**src/logic/sehy_defs.vh**
```
// constants shared by the status event hierarchy design files
// assumes inclusion by bare name from files under logic/
`ifndef SEHY_DEFS_VH
`define SEHY_DEFS_VH

// ------------------------------------------------------------------
// widths and bit positions
// ------------------------------------------------------------------
`define SEHY_W          16
`define SEHY_MSB        15
`define SEHY_VALID      16'h7FFF
`define SEHY_ZERO16     16'h0000
`define SEHY_STB_W      8
`define SEHY_ZERO8      8'h00

// ------------------------------------------------------------------
// part selectors inside one status register group
// ------------------------------------------------------------------
`define SEHY_PART_COND  3'h0
`define SEHY_PART_RISE  3'h1
`define SEHY_PART_FALL  3'h2
`define SEHY_PART_EVT   3'h3
`define SEHY_PART_MASK  3'h4

// ------------------------------------------------------------------
// command targets
// ------------------------------------------------------------------
`define SEHY_TGT_OPER   4'h0
`define SEHY_TGT_QUES   4'h1
`define SEHY_TGT_DEV    4'h2
`define SEHY_TGT_SEVT   4'h3
`define SEHY_TGT_STB    4'h4
`define SEHY_TGT_SRQM   4'h5
`define SEHY_TGT_CLS    4'h6

// ------------------------------------------------------------------
// reset values
// ------------------------------------------------------------------
`define SEHY_RISE_RST   16'h7FFF
`define SEHY_FALL_RST   16'h0000
`define SEHY_MASK_RST   16'h0000
`define SEHY_SRQM_RST   8'h00
`define SEHY_SEVM_RST   8'h00

// ------------------------------------------------------------------
// summary status byte bit positions
// ------------------------------------------------------------------
`define SEHY_STB_UNUSED 0
`define SEHY_STB_DEV    1
`define SEHY_STB_ERRQ   2
`define SEHY_STB_QUES   3
`define SEHY_STB_MAV    4
`define SEHY_STB_ESB    5
`define SEHY_STB_MSS    6
`define SEHY_STB_OPER   7
`define SEHY_SRQM_KEEP  8'hBF

`endif

```
**src/logic/sehy_group.v**
```verilog
// one five-part status register group with transition filters
// assumes command strobes are single-cycle and synchronous to sys_clk_i
`timescale 1ns/100ps
`default_nettype none
`include "sehy_defs.vh"

module sehy_group (
  input  wire        sys_clk_i, // system clock
  input  wire        arst_n_i,  // async reset, active low
  input  wire [14:0] cond_i,    // live hardware conditions
  input  wire        wr_i,      // write strobe for this group
  input  wire        rd_i,      // read strobe for this group
  input  wire        clr_i,     // clear latched events
  input  wire [2:0]  part_i,    // part selector
  input  wire [15:0] wdata_i,   // write data
  output reg  [15:0] rdata_o,   // selected part, combinational
  output wire        sum_o      // group summary bit
);

  // ------------------------------------------------------------------
  // state
  // ------------------------------------------------------------------
  reg  [15:0] prev_reg;
  reg  [15:0] rise_reg;
  reg  [15:0] fall_reg;
  reg  [15:0] evt_reg;
  reg  [15:0] mask_reg;
  wire [15:0] cond_live;
  wire [15:0] evt_hit;
  wire        evt_rd;

  // top bit forced low so unsigned-unaware controllers stay happy
  assign cond_live = {1'b0, cond_i};

  // per-bit transition detection, index shared by all parts
  genvar i;
  generate
    for (i = 0; i < `SEHY_MSB; i = i + 1) begin : g_bit
      assign evt_hit[i] = (cond_live[i] & ~prev_reg[i] & rise_reg[i]) |
                          (~cond_live[i] & prev_reg[i] & fall_reg[i]);
    end
  endgenerate
  assign evt_hit[`SEHY_MSB] = 1'b0;

  assign evt_rd = rd_i & (part_i == `SEHY_PART_EVT);

  // filters, mask and latched events
  always @(posedge sys_clk_i or negedge arst_n_i) begin
    if (!arst_n_i) begin
      prev_reg <= `SEHY_ZERO16;
      rise_reg <= `SEHY_RISE_RST;
      fall_reg <= `SEHY_FALL_RST;
      evt_reg  <= `SEHY_ZERO16;
      mask_reg <= `SEHY_MASK_RST;
    end else begin
      prev_reg <= cond_live;
      if (wr_i && part_i == `SEHY_PART_RISE) begin
        rise_reg <= wdata_i & `SEHY_VALID;
      end
      if (wr_i && part_i == `SEHY_PART_FALL) begin
        fall_reg <= wdata_i & `SEHY_VALID;
      end
      if (wr_i && part_i == `SEHY_PART_MASK) begin
        mask_reg <= wdata_i & `SEHY_VALID;
      end
      // a new event in the read cycle survives the clear
      if (evt_rd || clr_i) begin
        evt_reg <= evt_hit;
      end else begin
        evt_reg <= evt_reg | evt_hit;
      end
    end
  end

  // read mux, only the latched part has a read side effect
  always @* begin
    case (part_i)
      `SEHY_PART_COND: rdata_o = cond_live;
      `SEHY_PART_RISE: rdata_o = rise_reg;
      `SEHY_PART_FALL: rdata_o = fall_reg;
      `SEHY_PART_EVT:  rdata_o = evt_reg;
      `SEHY_PART_MASK: rdata_o = mask_reg;
      default:         rdata_o = `SEHY_ZERO16;
    endcase
  end

  // masked events or-ed into the summary
  assign sum_o = |(evt_reg & mask_reg);

endmodule
`default_nettype wire

```
**src/logic/sehy_top.v**
```verilog
// status event hierarchy: three scpi groups, standard event register,
// summary status byte with service request mask and request pulse
// assumes the controller's status commands arrive as one-cycle strobes
// on the command port, synchronous to sys_clk_i
`timescale 1ns/100ps
`default_nettype none
`include "sehy_defs.vh"

module sehy_top (
  input  wire        sys_clk_i,     // system clock, 200 MHz
  input  wire        arst_n_i,      // async reset, active low
  input  wire [14:0] oper_cond_i,   // operation conditions
  input  wire [14:0] ques_cond_i,   // questionable conditions
  input  wire [14:0] dev_cond_i,    // device status conditions
  input  wire [7:0]  std_evt_i,     // standard event pulses
  input  wire        errq_nempty_i, // error queue holds an entry
  input  wire        mav_i,         // output message available
  input  wire        cmd_valid_i,   // command strobe
  input  wire        cmd_write_i,   // 1 write, 0 read
  input  wire [3:0]  cmd_target_i,  // register target
  input  wire [2:0]  cmd_part_i,    // part inside a group
  input  wire [15:0] cmd_wdata_i,   // write data
  output wire        rsp_valid_o,   // read answer strobe
  output wire [15:0] rsp_data_o,    // read answer data
  output wire [7:0]  stb_o,         // summary status byte
  output wire        srq_o          // service request pulse
);

  // ------------------------------------------------------------------
  // command decode
  // ------------------------------------------------------------------
  wire        cmd_rd;
  wire        cmd_wr;
  wire        cls;
  wire [2:0]  grp_wr;
  wire [2:0]  grp_rd;
  wire [15:0] oper_rdata;
  wire [15:0] ques_rdata;
  wire [15:0] dev_rdata;
  wire        oper_sum;
  wire        ques_sum;
  wire        dev_sum;

  // strobes split by target so only one group sees a read or write; the clear goes to all three
  assign cmd_rd = cmd_valid_i & ~cmd_write_i;
  assign cmd_wr = cmd_valid_i & cmd_write_i;
  assign cls    = cmd_wr & (cmd_target_i == `SEHY_TGT_CLS);
  assign grp_wr[0] = cmd_wr & (cmd_target_i == `SEHY_TGT_OPER);
  assign grp_wr[1] = cmd_wr & (cmd_target_i == `SEHY_TGT_QUES);
  assign grp_wr[2] = cmd_wr & (cmd_target_i == `SEHY_TGT_DEV);
  assign grp_rd[0] = cmd_rd & (cmd_target_i == `SEHY_TGT_OPER);
  assign grp_rd[1] = cmd_rd & (cmd_target_i == `SEHY_TGT_QUES);
  assign grp_rd[2] = cmd_rd & (cmd_target_i == `SEHY_TGT_DEV);

  // ------------------------------------------------------------------
  // scpi groups
  // ------------------------------------------------------------------
  // operation group, summary into status byte bit 7
  sehy_group u_oper (
    .sys_clk_i (sys_clk_i),
    .arst_n_i  (arst_n_i),
    .cond_i    (oper_cond_i),
    .wr_i      (grp_wr[0]),
    .rd_i      (grp_rd[0]),
    .clr_i     (cls),
    .part_i    (cmd_part_i),
    .wdata_i   (cmd_wdata_i),
    .rdata_o   (oper_rdata),
    .sum_o     (oper_sum)
  );

  // questionable group, summary into status byte bit 3
  sehy_group u_ques (
    .sys_clk_i (sys_clk_i),
    .arst_n_i  (arst_n_i),
    .cond_i    (ques_cond_i),
    .wr_i      (grp_wr[1]),
    .rd_i      (grp_rd[1]),
    .clr_i     (cls),
    .part_i    (cmd_part_i),
    .wdata_i   (cmd_wdata_i),
    .rdata_o   (ques_rdata),
    .sum_o     (ques_sum)
  );

  // device status group, summary into status byte bit 1
  sehy_group u_dev (
    .sys_clk_i (sys_clk_i),
    .arst_n_i  (arst_n_i),
    .cond_i    (dev_cond_i),
    .wr_i      (grp_wr[2]),
    .rd_i      (grp_rd[2]),
    .clr_i     (cls),
    .part_i    (cmd_part_i),
    .wdata_i   (cmd_wdata_i),
    .rdata_o   (dev_rdata),
    .sum_o     (dev_sum)
  );

  // ------------------------------------------------------------------
  // standard event register and its mask
  // ------------------------------------------------------------------
  reg  [7:0] sevt_reg;
  reg  [7:0] sevt_next;
  reg  [7:0] sevt_mask_reg;
  wire       sevt_rd;
  wire       esb;

  assign sevt_rd = cmd_rd & (cmd_target_i == `SEHY_TGT_SEVT) &
                   (cmd_part_i == `SEHY_PART_EVT);

  // pulse in the read cycle is kept, set beats clear
  always @* begin
    if (sevt_rd || cls) begin
      sevt_next = std_evt_i;
    end else begin
      sevt_next = sevt_reg | std_evt_i;
    end
  end

  // event byte and its mask
  always @(posedge sys_clk_i or negedge arst_n_i) begin
    if (!arst_n_i) begin
      sevt_reg      <= `SEHY_ZERO8;
      sevt_mask_reg <= `SEHY_SEVM_RST;
    end else begin
      sevt_reg <= sevt_next;
      if (cmd_wr && cmd_target_i == `SEHY_TGT_SEVT &&
          cmd_part_i == `SEHY_PART_MASK) begin
        sevt_mask_reg <= cmd_wdata_i[7:0];
      end
    end
  end

  assign esb = |(sevt_reg & sevt_mask_reg);

  // ------------------------------------------------------------------
  // summary status byte and service request mask
  // ------------------------------------------------------------------
  reg  [7:0] srq_mask_reg;
  reg  [7:0] stb_reg;
  reg  [7:0] stb_next;
  reg  [7:0] stb_low;
  reg        srq_reg;
  wire [7:0] stb_rise;

  // gather summaries; bit 6 computed from the others
  always @* begin
    stb_low                   = `SEHY_ZERO8;
    stb_low[`SEHY_STB_DEV]    = dev_sum;
    stb_low[`SEHY_STB_ERRQ]   = errq_nempty_i;
    stb_low[`SEHY_STB_QUES]   = ques_sum;
    stb_low[`SEHY_STB_MAV]    = mav_i;
    stb_low[`SEHY_STB_ESB]    = esb;
    stb_low[`SEHY_STB_OPER]   = oper_sum;
    stb_next                  = stb_low;
    stb_next[`SEHY_STB_MSS]   = |(stb_low & srq_mask_reg &
                                  `SEHY_SRQM_KEEP);
  end

  // masked zero to one transitions of the byte, bit 6 excluded
  assign stb_rise = stb_next & ~stb_reg & srq_mask_reg &
                    `SEHY_SRQM_KEEP;

  // status byte register, mask and request pulse
  always @(posedge sys_clk_i or negedge arst_n_i) begin
    if (!arst_n_i) begin
      srq_mask_reg <= `SEHY_SRQM_RST;
      stb_reg <= `SEHY_ZERO8;
      srq_reg <= 1'b0;
    end else begin
      stb_reg <= stb_next;
      srq_reg <= |stb_rise;
      if (cmd_wr && cmd_target_i == `SEHY_TGT_SRQM) begin
        srq_mask_reg <= cmd_wdata_i[7:0];
      end
    end
  end

  // ------------------------------------------------------------------
  // read answers
  // ------------------------------------------------------------------
  reg        rsp_valid_reg;
  reg [15:0] rsp_data_reg;
  reg [15:0] rsp_data_next;

  // answer mux; unknown targets and parts read as zero
  always @* begin
    rsp_data_next = `SEHY_ZERO16;
    case (cmd_target_i)
      `SEHY_TGT_OPER: rsp_data_next = oper_rdata;
      `SEHY_TGT_QUES: rsp_data_next = ques_rdata;
      `SEHY_TGT_DEV:  rsp_data_next = dev_rdata;
      `SEHY_TGT_SEVT: begin
        if (cmd_part_i == `SEHY_PART_EVT) begin
          rsp_data_next = {`SEHY_ZERO8, sevt_reg};
        end else if (cmd_part_i == `SEHY_PART_MASK) begin
          rsp_data_next = {`SEHY_ZERO8, sevt_mask_reg};
        end else begin
          rsp_data_next = `SEHY_ZERO16;
        end
      end
      `SEHY_TGT_STB:  rsp_data_next = {`SEHY_ZERO8, stb_reg};
      `SEHY_TGT_SRQM: rsp_data_next = {`SEHY_ZERO8, srq_mask_reg};
      default:        rsp_data_next = `SEHY_ZERO16;
    endcase
  end

  // answer registered one cycle after the read strobe
  always @(posedge sys_clk_i or negedge arst_n_i) begin
    if (!arst_n_i) begin
      rsp_valid_reg <= 1'b0;
      rsp_data_reg  <= `SEHY_ZERO16;
    end else begin
      rsp_valid_reg <= cmd_rd;
      if (cmd_rd) begin
        rsp_data_reg <= rsp_data_next;
      end
    end
  end

  // ------------------------------------------------------------------
  // outputs
  // ------------------------------------------------------------------
  assign rsp_valid_o = rsp_valid_reg;
  assign rsp_data_o  = rsp_data_reg;
  assign stb_o       = stb_reg;
  assign srq_o       = srq_reg;

endmodule
`default_nettype wire

```
**config.mk**
```make
export PLATFORM = sky130hd
export DESIGN_NAME = sehy_top
export DESIGN_NICKNAME = d
export VERILOG_FILES = /design/src/logic/sehy_group.v /design/src/logic/sehy_top.v
export VERILOG_INCLUDE_DIRS = /design/src /design/src/logic
export SDC_FILE = /design/constraint.sdc
export NUM_CORES = 1
export LEC_CHECK = 0
export ABC_AREA = 0
export BUFFER_PORTS_ARGS = -buffer_cell sky130_fd_sc_hd__buf_2
export CAP_MARGIN = 30
export CORE_ASPECT_RATIO = 0.8
export CORE_UTILIZATION = 40
export CTS_CLUSTER_DIAMETER = 100
export DETAILED_ROUTE_END_ITERATION = 16
export HOLD_SLACK_MARGIN = 0.1
export PLACE_DENSITY = 0.6
export SETUP_SLACK_MARGIN = 0.15
export SYNTH_ARGS = -nofsm -noshare
export SYNTH_HDL_FRONTEND = slang
export SYNTH_SLANG_ARGS = --single-unit
export TNS_END_PERCENT = 100
```
**constraint.sdc**
```tcl
create_clock -name sys_clk_i -period 2.7 [get_ports sys_clk_i]
set_input_delay 0.405 -clock sys_clk_i [delete_from_list [all_inputs] [get_ports sys_clk_i]]
set_output_delay 0.405 -clock sys_clk_i [all_outputs]
set_load 0.005 [all_outputs]
```
==> results.toml <==
[global_routing]
grt_pass1_wl_mm = 59.7
gr-total-overflow = 0
grt_pass1_vias = 9626
antenna_found_initial = 2
grt_max_degree = 78
grtUsageTotal = 0.239

[place]
io_buffers = 105
post-place-ws_ns = 0.286
dp.cells = 1559
hpwl_mm = 27.0
place_congestion = 0.833
dpl_cell_area_mm2 = 0.0141

[clock_network]
cts_resized = 0
clk_latency_ns = 0.58
root_buffer = "clkbuf_16"
cts_buffers = 29
clock-sinks = 274
cts_buffer_depth = 3
cts_tree = "done"
path_clk_slew_ns = 0.06
h-tree-depth = 1

[drt]
drc_errors = 0
vias = 9625
drt-pass1-iter-count = 6
viasPerCell = 5.76
drtAntennaViolNets = 0
wl_per_cell_um = 23.5
drt-initial-drc-count = 769
drt_wl_total_mm = 39.2

[sta]
rsz0062_at_grt = "no"
hold_violations = 0
period_share = 0.719
finalSetupTns_ns = 0
max-slew-margin-rel = 0.596
drv_slew = 0
tightest_slew_ns = 0.607
setup_viol = 0
min_period_ns = 1.94
fin_ws_ns = 0.757
hold_slack_ns = 0.230
timing.fmax_mhz = 515
skew_ns = 0.0262

[setup_path]
cp-end-kind = "flop"
r2r_cells = 5
r2r_setup_slack_ns = 0.76
path_max_fanout = 3
rr_startpoint = "u_dev.mask_reg[5]$_DFFE_PN0P_"
critPathKind = "flop to flop"
timing.rr.end = "srq_o$_DFF_PN0_"
startpoint_type = "flop"
worstPathArrival_ns = 2.39
required_ns = 3.15

[logic_synthesis]
synth-edff-count = 0
syn_inst = 1054
seq_area_frac_synth = 0.532
syn_avg_cell_area_um2 = 12.3
synthesis.nets = 1136
syn_area_mm2 = 0.0130
synth-seq-cells = 274
synth_cell_type_count = 63
synth_warnings = 0
synth_flop_cell = "dfrtp_1"
async_flop_share = 1.00

[layout]
drive_gt1_frac = 0.315
largest_reg_flops = 16
layout_common_cells = "dfrtp_1, mux2_2, nand2_1"
syn_to_final_growth_pct = 20.3
mostFrequentLayoutCell = "dfrtp_1"
finish.instance_area_mm2 = 0.0156
layoutNonFillerInstCount = 1670
nNetsFinal = 1308

[power]
seq_power_share = 0.479
cellPowerDensity_mw_per_mm2 = 667
p_switching_mw = 2.82
clkPwrFrac = 0.386
power.internal_mw = 7.60
power_leakage_nw = 6.85
vdd_ir_drop_max_uv = 449
combinationalPowerShare = 0.135
swShare = 0.271

[floorplan]
core_mm2 = 0.0317
num_rows = 58
die_area_mm2 = 0.0332
dieWidth_um = 204
die_y_um = 163
start_util = 0.410
ios = 108

[min_path]
whs_path_depth = 2
min-delay-start = "cmd_wdata_i[12]"
hp-class = "primary input to flop"
hold_path_end = "u_dev.fall_reg[12]$_DFFE_PN0P_"

[run_status]
status = "finished, final reports clean"

[run]
max-cap-violations = 0
[per-layer routing]
| layer | GRT usage | up-vias | routed length, um |
|---|---|---|---|
| met1 | 0.346 | 4956 | 18300 |
| met4 | 0.0431 | 0 | 527 |
| met3 | 0.0501 | 39 | 2490 |
| li1 | - | 4353 | - |
| met2 | 0.370 | 277 | 17900 |
| met5 | 0 | - | 0 |
[logic make-up (layout without fill, tap and decap cells)]
| logic type | Yosys count | after routing | synth area share |
|---|---|---|---|
| flip-flops | 274 | 274 | 0.532 |
| AO/OA/AOI/OAI | 257 | 257 | 0.146 |
| AND/OR/NAND/NOR | 233 | 233 | 0.104 |
| multiplexers | 223 | 223 | 0.189 |
| buffers and inverters | 66 | 261 | 0.0282 |
| other | 1 | 2 | 0.000289 |
[stage by stage]
| step | util | total power, mW |
|---|---|---|
| after floorplan | - | 5.74 |
| after global placement | 0.445 | 6.36 |
| after detailed placement | 0.445 | 6.40 |
| after CTS | 0.493 | 10.5 |
| after global routing | 0.493 | 10.9 |
| final | 0.493 | 10.4 |
[cell type report]
class | instances | area (um^2)
Antenna cell | 1 | 2.50
Clock buffer | 50 | 895
Clock inverter | 4 | 62.6
Fill cell | 2828 | 16100
Inverter | 2 | 7.51
Multi-Input combinational cell | 714 | 5720
Sequential cell | 274 | 6910
Tap cell | 420 | 526
Timing Repair Buffer | 205 | 1510
[worst max-delay path, cell delays in order, from the launching register on]
cell	delay (ns)
dfrtp_1	0.41
a222oi_1	0.44
nand3_1	0.28
o21ai_0	0.32
o221a_2	0.26
o221ai_1	0.10
[synth_stat cells (5+ instances only)]
library cell  count  area, um^2
a221oi_1          6        52.6
mux2_2          126        1420
a21oi_1          18        90.1
o22ai_1          19         119
buf_2            23         115
mux2_1           58         653
buf_6             6        67.6
clkbuf_1         19        71.3
a22o_1           13         114
nor3_1            5        25.0
nand3b_1         47         353
o21ai_0          28         140
dfstp_2          45        1180
a31oi_1           8        50.1
o211ai_1         48         360
nand3_1           5        25.0
dfrtp_1         229        5730
buf_4            12        90.1
a32oi_1          11        96.3
nand2_1         109         409
nand4_1           5        31.3
nor2_1            9        33.8
nor2_4            6        67.6
a22oi_1          50         375
mux2i_1          39         390
nor3b_1          11        82.6
o221ai_1         12         105
a222oi_1         10         100
a21o_1           10        75.1
[worst max path at each step]
| stage | startpoint | endpoint | slack, ns |
|---|---|---|---|
| 2_1_floorplan | cmd_part_i[2] | u_dev.fall_reg[7]$_DFFE_PN0P_ | 0.83 |
| 3_3_place_gp | cmd_part_i[1] | sevt_reg[1]$_DFF_PN0_ | 0.34 |
| 3_5_place_dp | cmd_part_i[1] | sevt_reg[4]$_DFF_PN0_ | 0.29 |
| 4_1_cts | u_dev.mask_reg[5]$_DFFE_PN0P_ | srq_o$_DFF_PN0_ | 0.72 |
| 5_1_grt | u_dev.mask_reg[5]$_DFFE_PN0P_ | srq_o$_DFF_PN0_ | 0.65 |
| 6_report | u_dev.mask_reg[5]$_DFFE_PN0P_ | srq_o$_DFF_PN0_ | 0.76 |
[power groups by stage]
stage	combinational [mW]	clock (mW)	sequential (mW)
floorplan	0.820	0	4.92
global route	1.56	4.27	5.05
CTS	1.42	4.12	4.98
global placement	1.31	0	5.05
detailed placement	1.35	0	5.04
finish	1.41	4.02	4.99
[repair_timing]
action,in CTS,in global routing
setup buffers,0,0
hold buffers,56,0
endpoints found under the hold margin,104,0
(Power assumes the default switching activity.)
